**config.mk**
```make
export PLATFORM = sky130hd
export DESIGN_NAME = brmc_top
export DESIGN_NICKNAME = d
export VERILOG_FILES = /design/src/verilog/brmc_pkg.sv /design/src/verilog/brmc_top.sv
export SDC_FILE = /design/constraint.sdc
export NUM_CORES = 1
export LEC_CHECK = 0
export BUFFER_PORTS_ARGS = -buffer_cell sky130_fd_sc_hd__buf_2
export CAP_MARGIN = 20
export CORE_ASPECT_RATIO = 1.75
export CORE_MARGIN = 2
export CORE_UTILIZATION = 40
export DETAILED_ROUTE_END_ITERATION = 12
export PLACE_DENSITY = 0.69
export SETUP_SLACK_MARGIN = 0.02
export SLEW_MARGIN = 10
export SYNTH_ARGS = -nofsm -noshare
export SYNTH_HDL_FRONTEND = slang
export SYNTH_SLANG_ARGS = --single-unit
```
**constraint.sdc**
```tcl
create_clock -name mclk_i -period 2.2 [get_ports mclk_i]
set_clock_uncertainty 0.05 [all_clocks]
set_input_delay 0 -clock mclk_i [delete_from_list [all_inputs] [get_ports mclk_i]]
set_output_delay 0 -clock mclk_i [all_outputs]
set_load 0.02 [all_outputs]
```
**src/verilog/brmc_pkg.sv**
```systemverilog
// Purpose: shared constants and carrier types for the brown-out mode control block
// Assumes: 32-bit AXI4-Lite register bus, 125 MHz system clock
// Notes:   every offset, control and configuration field position and reset value, and every timing figure lives here
package brmc_pkg;

    // register byte offsets on the AXI4-Lite bus
    localparam logic [7:0] BRMC_OFS_CTRL   = 8'h00;  // brownout_control
    localparam logic [7:0] BRMC_OFS_CFG    = 8'h04;  // configuration word image
    localparam logic [7:0] BRMC_OFS_STATUS = 8'h08;  // sequencer and reset state

    // brownout_control fields
    localparam int         BRMC_CTRL_SWEN_BIT = 7;   // sw_brownout_enable
    localparam int         BRMC_CTRL_RDY_BIT  = 0;   // brownout_ready
    localparam logic       BRMC_SWEN_RST      = 1'b1;

    // configuration register fields
    localparam int         BRMC_CFG_MODE_LSB  = 0;   // brownout_mode_select[1:0]
    localparam int         BRMC_CFG_LVL_LSB   = 2;   // brownout_level_select[1:0]
    localparam int         BRMC_CFG_POWER_UP_TIMER_BIT  = 4;   // power_up_timer enable
    localparam logic [1:0] BRMC_MODE_RST      = 2'h3;
    localparam logic [1:0] BRMC_LVL_RST       = 2'h0;
    localparam logic       BRMC_POWER_UP_TIMER_RST      = 1'b1;

    // mode codes of brownout_mode_select
    localparam logic [1:0] BRMC_MODE_OFF      = 2'h0;
    localparam logic [1:0] BRMC_MODE_SW       = 2'h1;
    localparam logic [1:0] BRMC_MODE_NOSLEEP  = 2'h2;
    localparam logic [1:0] BRMC_MODE_ALWAYS   = 2'h3;

    // level code driven to the detector during a program_flash bulk erase (2.45V)
    localparam logic [1:0] BRMC_LVL_ERASE     = 2'h3;

    // timing: brownout_filter_time and power_up_timer
    localparam int         BRMC_CLK_MHZ       = 125;
    localparam int         BRMC_FILTER_NS     = 1000;
    localparam int         BRMC_FILTER_CYC    = (BRMC_FILTER_NS * BRMC_CLK_MHZ + 999) / 1000;
    localparam int         BRMC_POWER_UP_TIMER_US       = 64;
    localparam int         BRMC_POWER_UP_TIMER_CYC      = BRMC_POWER_UP_TIMER_US * BRMC_CLK_MHZ;

    // AXI response codes
    localparam logic [1:0] BRMC_RESP_OKAY     = 2'h0;
    localparam logic [1:0] BRMC_RESP_SLVERR   = 2'h2;

    // drive to the analog detector
    typedef struct packed {
        logic       enable;     // detector powered and comparing
        logic       hibernate;  // detector parked, no protection
        logic [1:0] level;      // brownout_threshold select
    } brmc_det_t;

    // same-clock reset requests from the rest of the device
    typedef struct packed {
        logic watchdog;
        logic reset_instr;
        logic stack_ovf;
        logic stack_unf;
        logic prog_exit;
        logic exec_violation_reset;
    } brmc_rst_src_t;

    // start-up sequencer states
    typedef enum logic [1:0] {
        BRMC_ST_RESET = 2'b00,
        BRMC_ST_POWER_UP_TIMER  = 2'b01,
        BRMC_ST_WAIT  = 2'b10,
        BRMC_ST_RUN   = 2'b11
    } brmc_state_t;

endpackage : brmc_pkg

```
**src/verilog/brmc_top.sv**
```systemverilog
// Purpose: brown-out reset mode control, start-up gating and device reset combining
// Assumes: analog detector, supply monitor and pin are asynchronous to mclk_i
// Notes:   registers reached over AXI4-Lite; no interrupt, one clock, no buffering
//
// Added by the designer: the AXI4-Lite slave port and the placing of the registers.
module brmc_top #(
    parameter int POWER_UP_TIMER_CYC = brmc_pkg::BRMC_POWER_UP_TIMER_CYC  // power_up_timer length in cycles
) (
    input  wire logic                   mclk_i,
    input  wire logic                   sys_rst_i,
    // AXI4-Lite slave
    input  wire logic [7:0]             s_axi_awaddr_i,
    input  wire logic                   s_axi_awvalid_i,
    output logic                        s_axi_awready_o,
    input  wire logic [31:0]            s_axi_wdata_i,
    input  wire logic [3:0]             s_axi_wstrb_i,
    input  wire logic                   s_axi_wvalid_i,
    output logic                        s_axi_wready_o,
    output logic [1:0]                  s_axi_bresp_o,
    output logic                        s_axi_bvalid_o,
    input  wire logic                   s_axi_bready_i,
    input  wire logic [7:0]             s_axi_araddr_i,
    input  wire logic                   s_axi_arvalid_i,
    output logic                        s_axi_arready_o,
    output logic [31:0]                 s_axi_rdata_o,
    output logic [1:0]                  s_axi_rresp_o,
    output logic                        s_axi_rvalid_o,
    input  wire logic                   s_axi_rready_i,
    // analog side, asynchronous
    input  wire logic                   det_ready_i,
    input  wire logic                   det_trip_i,
    input  wire logic                   supply_good_i,
    input  wire logic                   low_power_brownout_i,
    input  wire logic                   external_reset_pin_n_i,
    // same-clock device side
    input  wire brmc_pkg::brmc_rst_src_t rst_src_i,
    input  wire logic                   sleep_i,
    input  wire logic                   bulk_erase_i,
    // outputs
    output brmc_pkg::brmc_det_t         det_ctrl_o,
    output logic                        device_reset_o,
    output logic                        cpu_run_o,
    output logic                        erase_abort_o
);
    import brmc_pkg::*;

    localparam int NSYNC = 5;                    // number of asynchronous inputs
    localparam int FCW   = 16;                   // filter counter width
    localparam int PCW   = 24;                   // power_up_timer counter width

    // three-stage synchronisers and the agreed value
    logic [NSYNC-1:0] sync1_r;                   // first stage, read only by stage two
    logic [NSYNC-1:0] sync2_r;                   // second stage
    logic [NSYNC-1:0] sync3_r;                   // third stage
    logic [NSYNC-1:0] in_r;                      // value once stages two and three agree

    // named views of the cleaned inputs
    logic             ready_s;                   // detector ready
    logic             trip_s;                    // supply below threshold
    logic             supply_ok_s;               // supply-good from power-on monitor
    logic             low_power_brownout_s;                   // low_power_brownout request
    logic             pin_n_s;                   // external_reset_pin level

    // configuration and control state
    logic             sw_enable_r;               // sw_brownout_enable
    logic [1:0]       mode_r;                    // brownout_mode_select
    logic [1:0]       level_r;                   // brownout_level_select
    logic             power_up_timer_en_r;                 // power_up_timer enable

    // detector control and protection
    logic             det_active;                // detector on in the current state
    logic             armed;                     // active and ready: protection live
    logic [FCW-1:0]   filt_cnt_r;                // length of the present dip
    logic             bor_req;                   // filtered brown-out request
    logic             bor_generic;               // brown-out or low-power brown-out
    logic             por_req;                   // power-on reset request
    logic             any_rst;                   // every reset source ORed

    // start-up sequencer
    brmc_state_t      state_r;                   // sequencer state
    brmc_state_t      state_nxt;                 // next sequencer state
    logic [PCW-1:0]   power_up_timer_cnt_r;                // power_up_timer count
    logic             pwr_evt_r;                 // power-on or brown-out seen since run
    logic             wake_hold_r;               // mode 10 wake-up waiting for ready
    logic             gate_ok;                   // readiness condition for start-up

    // AXI bookkeeping
    logic             aw_got_r;                  // write address captured
    logic             w_got_r;                   // write data captured
    logic [7:0]       aw_addr_r;                 // captured write address
    logic [31:0]      w_data_r;                  // captured write data
    logic [3:0]       w_strb_r;                  // captured byte strobes

    // a bit follows stage two only where stage three agrees with it
    function automatic logic [NSYNC-1:0] agree(input logic [NSYNC-1:0] s2,
                                               input logic [NSYNC-1:0] s3,
                                               input logic [NSYNC-1:0] old);
        logic [NSYNC-1:0] diff;
        diff  = s2 ^ s3;
        agree = (~diff & s2) | (diff & old);
    endfunction : agree

    // register read mux, shared by the read channel
    function automatic logic [31:0] reg_read(input logic [7:0] addr);
        logic [31:0] v;
        v = 32'h0000_0000;
        case (addr)
            BRMC_OFS_CTRL: begin
                v[BRMC_CTRL_SWEN_BIT] = sw_enable_r;
                v[BRMC_CTRL_RDY_BIT]  = armed;
            end
            BRMC_OFS_CFG: begin
                v[BRMC_CFG_MODE_LSB +: 2] = mode_r;
                v[BRMC_CFG_LVL_LSB +: 2]  = level_r;
                v[BRMC_CFG_POWER_UP_TIMER_BIT]      = power_up_timer_en_r;
            end
            BRMC_OFS_STATUS: begin
                v[1:0] = state_r;
                v[2]   = wake_hold_r;
                v[3]   = bor_generic;
                v[4]   = por_req;
            end
            default: v = 32'h0000_0000;
        endcase
        reg_read = v;
    endfunction : reg_read

    function automatic logic mapped(input logic [7:0] addr);
        mapped = (addr == BRMC_OFS_CTRL) || (addr == BRMC_OFS_CFG) ||
                 (addr == BRMC_OFS_STATUS);
    endfunction : mapped

    // synchronise the analog and pin inputs; reset value assumes a dead supply
    always_ff @(posedge mclk_i) begin
        if (sys_rst_i) begin
            sync1_r <= 5'h10;
            sync2_r <= 5'h10;
            sync3_r <= 5'h10;
            in_r    <= 5'h10;
        end else begin
            sync1_r <= {external_reset_pin_n_i, low_power_brownout_i, supply_good_i,
                        det_trip_i, det_ready_i};
            sync2_r <= sync1_r;
            sync3_r <= sync2_r;
            in_r    <= agree(sync2_r, sync3_r, in_r);
        end
    end

    assign ready_s     = in_r[0];
    assign trip_s      = in_r[1];
    assign supply_ok_s = in_r[2];
    assign low_power_brownout_s     = in_r[3];
    assign pin_n_s     = in_r[4];

    // detector on/off per mode; bulk erase overrides every mode
    always_comb begin
        case (mode_r)
            BRMC_MODE_ALWAYS:  det_active = 1'b1;
            BRMC_MODE_NOSLEEP: det_active = !sleep_i;
            BRMC_MODE_SW:      det_active = sw_enable_r;
            default:           det_active = 1'b0;
        endcase
        if (bulk_erase_i) begin
            det_active = 1'b1;
        end
    end

    // protection is live only with the detector on and reporting ready
    assign armed = det_active && ready_s;

    // drive the detector from flops; level forced to the erase threshold during bulk erase
    always_ff @(posedge mclk_i) begin
        if (sys_rst_i) begin
            det_ctrl_o <= '{enable: 1'b0, hibernate: 1'b0, level: BRMC_LVL_RST};
        end else begin
            det_ctrl_o.enable    <= det_active;
            // off modes are disabled, the rest hibernate when not active
            det_ctrl_o.hibernate <= !det_active && (mode_r != BRMC_MODE_OFF);
            det_ctrl_o.level     <= bulk_erase_i ? BRMC_LVL_ERASE : level_r;
        end
    end

    // dip filter: the count only grows while a trip persists on an armed detector
    always_ff @(posedge mclk_i) begin
        if (sys_rst_i) begin
            filt_cnt_r <= '0;
        end else if (!(armed && trip_s)) begin
            filt_cnt_r <= '0;
        end else if (filt_cnt_r != FCW'(BRMC_FILTER_CYC)) begin
            filt_cnt_r <= filt_cnt_r + 1'b1;
        end
    end

    // erase trip aborts instead of resetting; abort flag covers the cycle after erase ends
    assign bor_req     = (filt_cnt_r == FCW'(BRMC_FILTER_CYC)) && !bulk_erase_i &&
                         !erase_abort_o;
    assign bor_generic = bor_req || low_power_brownout_s;
    assign por_req     = !supply_ok_s;
    assign any_rst     = por_req || bor_generic || !pin_n_s ||
                         rst_src_i.watchdog || rst_src_i.reset_instr ||
                         rst_src_i.stack_ovf || rst_src_i.stack_unf ||
                         rst_src_i.prog_exit ||
                         rst_src_i.exec_violation_reset;

    // erase abort flag follows a filtered trip while erasing
    always_ff @(posedge mclk_i) begin
        if (sys_rst_i) begin
            erase_abort_o <= 1'b0;
        end else begin
            erase_abort_o <= bulk_erase_i &&
                             (filt_cnt_r == FCW'(BRMC_FILTER_CYC));
        end
    end

    // start-up readiness: after a power-on or brown-out, modes 11 and 10 wait for ready and supply above threshold
    assign gate_ok = !pwr_evt_r ||
                     !((mode_r == BRMC_MODE_ALWAYS) || (mode_r == BRMC_MODE_NOSLEEP)) ||
                     (ready_s && !trip_s);

    // start-up sequencer next state
    always_comb begin
        state_nxt = state_r;
        case (state_r)
            BRMC_ST_RESET: begin
                if (!any_rst) begin
                    // timer only after a power-on or brown-out, and only with power_up_timer enabled
                    state_nxt = (pwr_evt_r && power_up_timer_en_r) ? BRMC_ST_POWER_UP_TIMER
                                                         : BRMC_ST_WAIT;
                end
            end
            BRMC_ST_POWER_UP_TIMER: begin
                if (power_up_timer_cnt_r == PCW'(POWER_UP_TIMER_CYC - 1)) begin
                    state_nxt = BRMC_ST_WAIT;
                end
            end
            BRMC_ST_WAIT: begin
                if (gate_ok) begin
                    state_nxt = BRMC_ST_RUN;
                end
            end
            BRMC_ST_RUN: state_nxt = BRMC_ST_RUN;
            default:     state_nxt = BRMC_ST_RESET;
        endcase
        if (any_rst) begin
            state_nxt = BRMC_ST_RESET;
        end
    end

    // sequencer state, timer and device reset output
    always_ff @(posedge mclk_i) begin
        if (sys_rst_i) begin
            state_r        <= BRMC_ST_RESET;
            power_up_timer_cnt_r     <= '0;
            device_reset_o <= 1'b1;
        end else begin
            state_r        <= state_nxt;
            power_up_timer_cnt_r     <= (state_r == BRMC_ST_POWER_UP_TIMER) ? power_up_timer_cnt_r + 1'b1 : '0;
            device_reset_o <= (state_nxt != BRMC_ST_RUN);
        end
    end

    // remember a power-on or brown-out until the device runs again
    always_ff @(posedge mclk_i) begin
        if (sys_rst_i) begin
            pwr_evt_r <= 1'b1;
        end else if (por_req || bor_generic) begin
            pwr_evt_r <= 1'b1;                                         // set wins over clear
        end else if (state_r == BRMC_ST_RUN) begin
            pwr_evt_r <= 1'b0;
        end
    end

    // mode 10 wake-up waits for ready; mode 11 and 01 resume at once
    always_ff @(posedge mclk_i) begin
        if (sys_rst_i) begin
            wake_hold_r <= 1'b0;
        end else if (sleep_i && (mode_r == BRMC_MODE_NOSLEEP) && !bulk_erase_i) begin
            wake_hold_r <= 1'b1;
        end else if (ready_s || (mode_r != BRMC_MODE_NOSLEEP)) begin
            wake_hold_r <= 1'b0;
        end
    end

    // cpu may execute when out of reset, awake and not held for wake-up
    always_ff @(posedge mclk_i) begin
        if (sys_rst_i) begin
            cpu_run_o <= 1'b0;
        end else begin
            cpu_run_o <= (state_nxt == BRMC_ST_RUN) && !sleep_i && !wake_hold_r;
        end
    end

    // write address and data channels, taken in either order
    always_ff @(posedge mclk_i) begin
        if (sys_rst_i) begin
            aw_got_r        <= 1'b0;
            w_got_r         <= 1'b0;
            aw_addr_r       <= 8'h00;
            w_data_r        <= 32'h0000_0000;
            w_strb_r        <= 4'h0;
            s_axi_awready_o <= 1'b1;
            s_axi_wready_o  <= 1'b1;
            s_axi_bvalid_o  <= 1'b0;
            s_axi_bresp_o   <= BRMC_RESP_OKAY;
        end else begin
            if (s_axi_awvalid_i && s_axi_awready_o) begin
                aw_got_r        <= 1'b1;
                aw_addr_r       <= s_axi_awaddr_i;
                s_axi_awready_o <= 1'b0;
            end
            if (s_axi_wvalid_i && s_axi_wready_o) begin
                w_got_r        <= 1'b1;
                w_data_r       <= s_axi_wdata_i;
                w_strb_r       <= s_axi_wstrb_i;
                s_axi_wready_o <= 1'b0;
            end
            if (aw_got_r && w_got_r && !s_axi_bvalid_o) begin
                // response one cycle after both halves are held
                s_axi_bvalid_o <= 1'b1;
                s_axi_bresp_o  <= mapped(aw_addr_r) ? BRMC_RESP_OKAY : BRMC_RESP_SLVERR;
            end
            if (s_axi_bvalid_o && s_axi_bready_i) begin
                s_axi_bvalid_o  <= 1'b0;
                aw_got_r        <= 1'b0;
                w_got_r         <= 1'b0;
                s_axi_awready_o <= 1'b1;
                s_axi_wready_o  <= 1'b1;
            end
        end
    end

    // software enable: back to 1 on power-on and brown-out, kept on other resets
    always_ff @(posedge mclk_i) begin
        if (sys_rst_i) begin
            sw_enable_r <= BRMC_SWEN_RST;
        end else if (por_req || bor_generic) begin
            sw_enable_r <= BRMC_SWEN_RST;
        end else if (aw_got_r && w_got_r && !s_axi_bvalid_o &&
                     (aw_addr_r == BRMC_OFS_CTRL) && w_strb_r[0]) begin
            sw_enable_r <= w_data_r[BRMC_CTRL_SWEN_BIT];
        end
    end

    // configuration word image, written once both write halves are held
    always_ff @(posedge mclk_i) begin
        if (sys_rst_i) begin
            mode_r    <= BRMC_MODE_RST;
            level_r   <= BRMC_LVL_RST;
            power_up_timer_en_r <= BRMC_POWER_UP_TIMER_RST;
        end else if (aw_got_r && w_got_r && !s_axi_bvalid_o &&
                     (aw_addr_r == BRMC_OFS_CFG) && w_strb_r[0]) begin
            mode_r    <= w_data_r[BRMC_CFG_MODE_LSB +: 2];
            level_r   <= w_data_r[BRMC_CFG_LVL_LSB +: 2];
            power_up_timer_en_r <= w_data_r[BRMC_CFG_POWER_UP_TIMER_BIT];
        end
    end

    // read channel: data one cycle after the address is taken
    always_ff @(posedge mclk_i) begin
        if (sys_rst_i) begin
            s_axi_arready_o <= 1'b1;
            s_axi_rvalid_o  <= 1'b0;
            s_axi_rdata_o   <= 32'h0000_0000;
            s_axi_rresp_o   <= BRMC_RESP_OKAY;
        end else if (s_axi_arvalid_i && s_axi_arready_o) begin
            s_axi_arready_o <= 1'b0;
            s_axi_rvalid_o  <= 1'b1;
            s_axi_rdata_o   <= reg_read(s_axi_araddr_i);
            s_axi_rresp_o   <= mapped(s_axi_araddr_i) ? BRMC_RESP_OKAY : BRMC_RESP_SLVERR;
        end else if (s_axi_rvalid_o && s_axi_rready_i) begin
            s_axi_rvalid_o  <= 1'b0;
            s_axi_arready_o <= 1'b1;
        end
    end

endmodule : brmc_top
```
Yosys cells after proc, flatten, opt, wreduce, memory -nomap -nowiden:

Index checks and enable logic that the tools add are counted.

* output and inout port bits: 48
* word-level logic and storage cells: 137
* bits of input ports: 72
* bits in registers: 111

* reduce and logical (&&, ||, !) cells: 61
* multiplexer cells: 19
* equality and inequality tests: 16
* bitwise gates (word level): 7
* add/sub/neg operators: 2

Operator list (number)
* $add 24x1->24 const B: 1
* $eq 24x13->1 const B: 1
* $logic_and 1x1->1: 23
* $logic_or 1x1->1: 17
* $add 16x1->16 const B: 1
* $eq 16x7->1 const B: 1
* $eq 8x3->1 const B: 2
* $eq 8x4->1 const B: 2
* $logic_not 8->1: 2
* $ne 16x7->1 const B: 1
* $mux 2: 7
* $logic_not 1->1: 11
* $and 5x5->5: 2
* $eq 2x2->1 const B: 5
* $mux 1: 8
* $pmux 2 s4: 1
* $pmux 4 s2: 1
* $reduce_or 2->1: 4
* $pmux 1 s3: 2
* $reduce_bool 2->1: 3
* $not 5->5: 1
* $or 5x5->5: 1
* $xor 5x5->5: 1
* $eq 2x1->1 const B: 2
* other kinds (3): 5

Depth between registers and ports, before layout:

* depth after elaboration: 16
* gate-level depth with buffers: 7
* gate-level depth less buffers: 5

Worst setup path after synthesis:

No wires, ideal clock.

* kind: reg-to-reg
* start: reg filt_cnt_r[1]
* end: reg pwr_evt_r
* slack: 0.541 ns
* data required time: 2.018 ns
* buffers on the path: 1
* data arrival time: 1.477 ns
* library setup time: 0.132 ns
* stages on the path, launching flop included: 7
* clock period less this slack: 1.659 ns
* cell sequence: dfxtp_1 > inv_1 > ha_1 > and4b_1 > buf_2 > and3_1 > or3b_2

* longest elaborated chain between the ends: 6

RTL lines
* start, declared: line brmc_top.sv:73 `logic [FCW-1:0] filt_cnt_r;`
* start signal, assigned: line brmc_top.sv:190 `filt_cnt_r <= filt_cnt_r + 1'b1;`
* $eq 16x7->1: line brmc_top.sv:195 `assign bor_req = (filt_cnt_r == FCW'(BRMC_FILTER_CYC)) && !bulk_erase_i &&`
* $logic_and 1x1->1 (2 in series): line brmc_top.sv:195
* $logic_or 1x1->1: line brmc_top.sv:197 `assign bor_generic = bor_req || low_power_brownout_s;`
* $logic_or 1x1->1: line brmc_top.sv:266 `end else if (por_req || bor_generic) begin`
* $reduce_or 2->1 (no line)
* end signal, assigned: line brmc_top.sv:265 `pwr_evt_r <= 1'b1;`
* end signal, assigned: line brmc_top.sv:267 `pwr_evt_r <= 1'b1;`
* end signal, assigned: line brmc_top.sv:269 `pwr_evt_r <= 1'b0;`
* end, declared: line brmc_top.sv:83 `logic pwr_evt_r;`

Every way passes these cells.
A chain may end at the register's enable or synchronous reset.

==> flow_summary.toml <==
[routing]
wl_per_cell_um = 13.90
initialDrtViolationCount = 129
antenna_left = 0
num_vias = 4102
via_per_inst = 5.320
drc = 0
dr.pass1.iters = 4
postRouteWirelength_um = 10720

[synth]
synth_area_per_cell_um2 = 8.721
synth_edf_count = 0
postSynthRegisterBits = 107
ys_warn_count = 0
synth.distinct_cells = 58
ys.flop_type = "dfxtp_1"
syn_inst = 535
netlist_area_mm2 = 0.004666
async_flop_share = 0
yosysSeqAreaShare = 0.4591

[pwr]
vdd_drop_max_v = 0.0005559
power.leakage_nw = 2.063
pwr-share-comb = 0.077
p_int_mw = 2.898
switchingPower_mw = 0.9359
power.density_mw_per_mm2 = 676.0
sw_frac_of_total = 0.2441
clockPowerShare = 0.399
pwr-share-seq = 0.525

[setup_path]
crit_type = "register to register"
worstSetupEndpointType = "register"
required_ns = 2.38
worst-path-max-fanout = 4
worstPathArrival_ns = 2.14
crit_path_cell_trace = "nor3b_1, nand4_1, a31o_2, or2_2"
r2r_slack_ns = 0.24
crit_path_max_incr_delay_ns = 0.57
start_kind = "register"
slowest_stage = "nor3b_1"

[grt]
grt_overflow = 0
antenna_found_initial = 0
grtUsageTotal = 0.1707
grt_pass1_vias = 3852
grt_max_degree = 37
grt_pass1_wl_um = 17490

[timing]
setup_slack_ns = 0.2384
final-hold-violation-count = 0
finalSetupTns_ns = 0
fin_crit_sh = 0.8916
rsz0062_at_grt = "no"
relSlewSlack = 0.5046
max_freq_ghz = 0.5098
final_max_slew_viol_count = 0
worstMarginPinSlew_ns = 0.7415
finalCriticalPeriod_ns = 1.962
finalSetupViolCount = 0

[cts]
htreeDepth = 3
cts_buffer_depth = 2
numCtsBuffers = 9
worstSkewPairLatency_ns = 0.34
post_cts_resized = 0
clockRootBuffer = "clkbuf_16"
cts_sinks = 107
path_clk_slew_ns = 0.07
cts_tree = "yes"

[layout]
nets = 706
antennaDiodeCount = 0
design_area_mm2 = 0.005670
drive_gt1_frac = 0.1478
area_growth_pct = 21.53

[place]
port_buffers = 62
dpl.hpwl_um = 7513
place_ws_ns = 0.2532
placed_cell_area_mm2 = 0.004935
gp_congestion = 0.8136

[die]
core_mm2 = 0.01145
num_rows = 52
dieArea_mm2 = 0.01258
fp.dieH_um = 146.9
boundaryPins = 120
die_w_um = 85.64
initial_utilization = 0.4075

[flow_run]
drv_cap = 0

[run_status]
status = "finished, final reports clean"

[min_path]
min_path_type = "input port to register"
-- Yosys cell counts, types with 2 or more instances --
master / n / area share
or2_2: 4 / 0.0054
o21ai_0: 18 / 0.019
nand2b_1: 2 / 0.0027
buf_2: 4 / 0.0043
nor3b_1: 2 / 0.0032
o211ai_1: 3 / 0.0048
a31oi_1: 3 / 0.0040
and2_1: 5 / 0.0067
and3b_1: 2 / 0.0038
o21bai_1: 3 / 0.0048
nand3_2: 2 / 0.0043
and3_1: 2 / 0.0027
ha_1: 3 / 0.0080
clkbuf_1: 14 / 0.011
nor2b_1: 22 / 0.029
nand3b_1: 6 / 0.0097
nor3_1: 10 / 0.011
buf_6: 2 / 0.0048
nand3_1: 41 / 0.044
o21a_1: 2 / 0.0032
a22o_1: 3 / 0.0056
xor2_1: 6 / 0.011
nand4b_1: 3 / 0.0056
dfxtp_1: 107 / 0.46
nor2_1: 31 / 0.025
o31a_1: 2 / 0.0038
mux2i_1: 2 / 0.0043
buf_1: 2 / 0.0016
a21boi_0: 3 / 0.0048
inv_1: 10 / 0.0080
xnor2_1: 10 / 0.019
a211oi_1: 2 / 0.0032
and4_1: 4 / 0.0075
o31ai_1: 6 / 0.0097
a21oi_1: 54 / 0.058
nand2_1: 46 / 0.037
or3_1: 4 / 0.0054
or4_1: 9 / 0.014
nand4_1: 18 / 0.024
nor4_1: 17 / 0.023
buf_4: 29 / 0.047
-- worst paths after layout --
check / depth (start not counted) / start / endpoint
worst max-delay path: 4 / register / device_reset_o
worst min-delay path: 3 / sys_rst_i / sw_enable_r
worst max register to register: 4 / register / device_reset_o
worst min register to register: 1 / sync1_r[4] / sync2_r[4]
-- critical path, delay by kind of cell (launching register included) --
kind               cells  cell delay, ns
AOI/OAI and AO/OA      1            0.29
DFF                    1            0.42
and+or+nand+nor        3            1.08
-- registers in the layout, indices dropped and copies added, names as in the netlist, 2 cells and up, named ones only --
signal                count
power_up_timer_cnt_r     24
filt_cnt_r               16
aw_addr_r                 8
s_axi_rdata_o             6
w_data_r                  6
sync1_r                   5
sync2_r                   5
sync3_r                   5
det_ctrl_o                4
level_r                   2
mode_r                    2
state_r                   2
-- cell type report --
type                       instances  area [um2]
clock buffer                       9       225.2
clock inverter                     7       60.06
fill                            1091        5781
inverter                          10       37.54
multi-input combinational        393        2253
sequential                       107        2142
tap                              135       168.9
timing repair buffer             110       783.3
-- cells by family (layout without fill, tap and decap cells) --
kind of cell / count (synthesis) / in the layout / share of synthesized area
multiplexers: 2 / 2 / 0.004291
AO/OA/AOI/OAI: 107 / 107 / 0.1357
adder cells (fa/ha/maj): 3 / 3 / 0.008046
buffers and inverters: 62 / 136 / 0.07965
other: 1 / 28 / 0.0008037
XOR/XNOR: 16 / 16 / 0.03003
flip-flops: 107 / 107 / 0.4591
AND/OR/NAND/NOR: 237 / 237 / 0.2824
-- placed cells by master, fill, tap and decap left out, types with 9 or more instances in the layout --
cell	count
dfxtp_1	107
buf_2	62
a21oi_1	54
nand2_1	46
dlygate4sd3_1	45
nand3_1	41
nor2_1	31
conb_1	28
nor2b_1	22
o21ai_0	18
nand4_1	18
nor4_1	17
inv_1	10
xnor2_1	10
nor3_1	10
or4_1	9
clkbuf_16	9
-- routing by layer --
layer / GRT usage / share of wire / up-vias
li1: - / - / 2056
met4: 0.07937 / 0.031 / 0
met1: 0.1858 / 0.40 / 1904
met2: 0.3160 / 0.54 / 111
met3: 0.02584 / 0.035 / 31
met5: 0 / 0 / -
-- through the flow --
stage          cells  power, mW  hold slack [ns]  utilization
2_1_floorplan    562      2.239          0.02762            -
3_3_place_gp     710      2.278           0.1416       0.4309
3_5_place_dp     710      2.284           0.1457       0.4309
4_1_cts          771      3.877        0.0001988       0.4952
5_1_grt          771      4.005          0.01687       0.4952
6_report         771      3.834         0.006634       0.4952
-- power groups by stage --
stage	registers, mW	clock network (mW)	logic, mW
after floorplan	2.06	0	0.181
after global placement	2.05	0	0.225
after detailed placement	2.06	0	0.228
after CTS	2.01	1.58	0.289
after global routing	2.02	1.67	0.321
final	2.01	1.53	0.293
-- what timing repair did --
item | CTS | global route
setup buffers | 0 | 0
hold buffers | 45 | 0
endpoints found under the hold margin | 38 | 0
(Power assumes the default switching activity.)
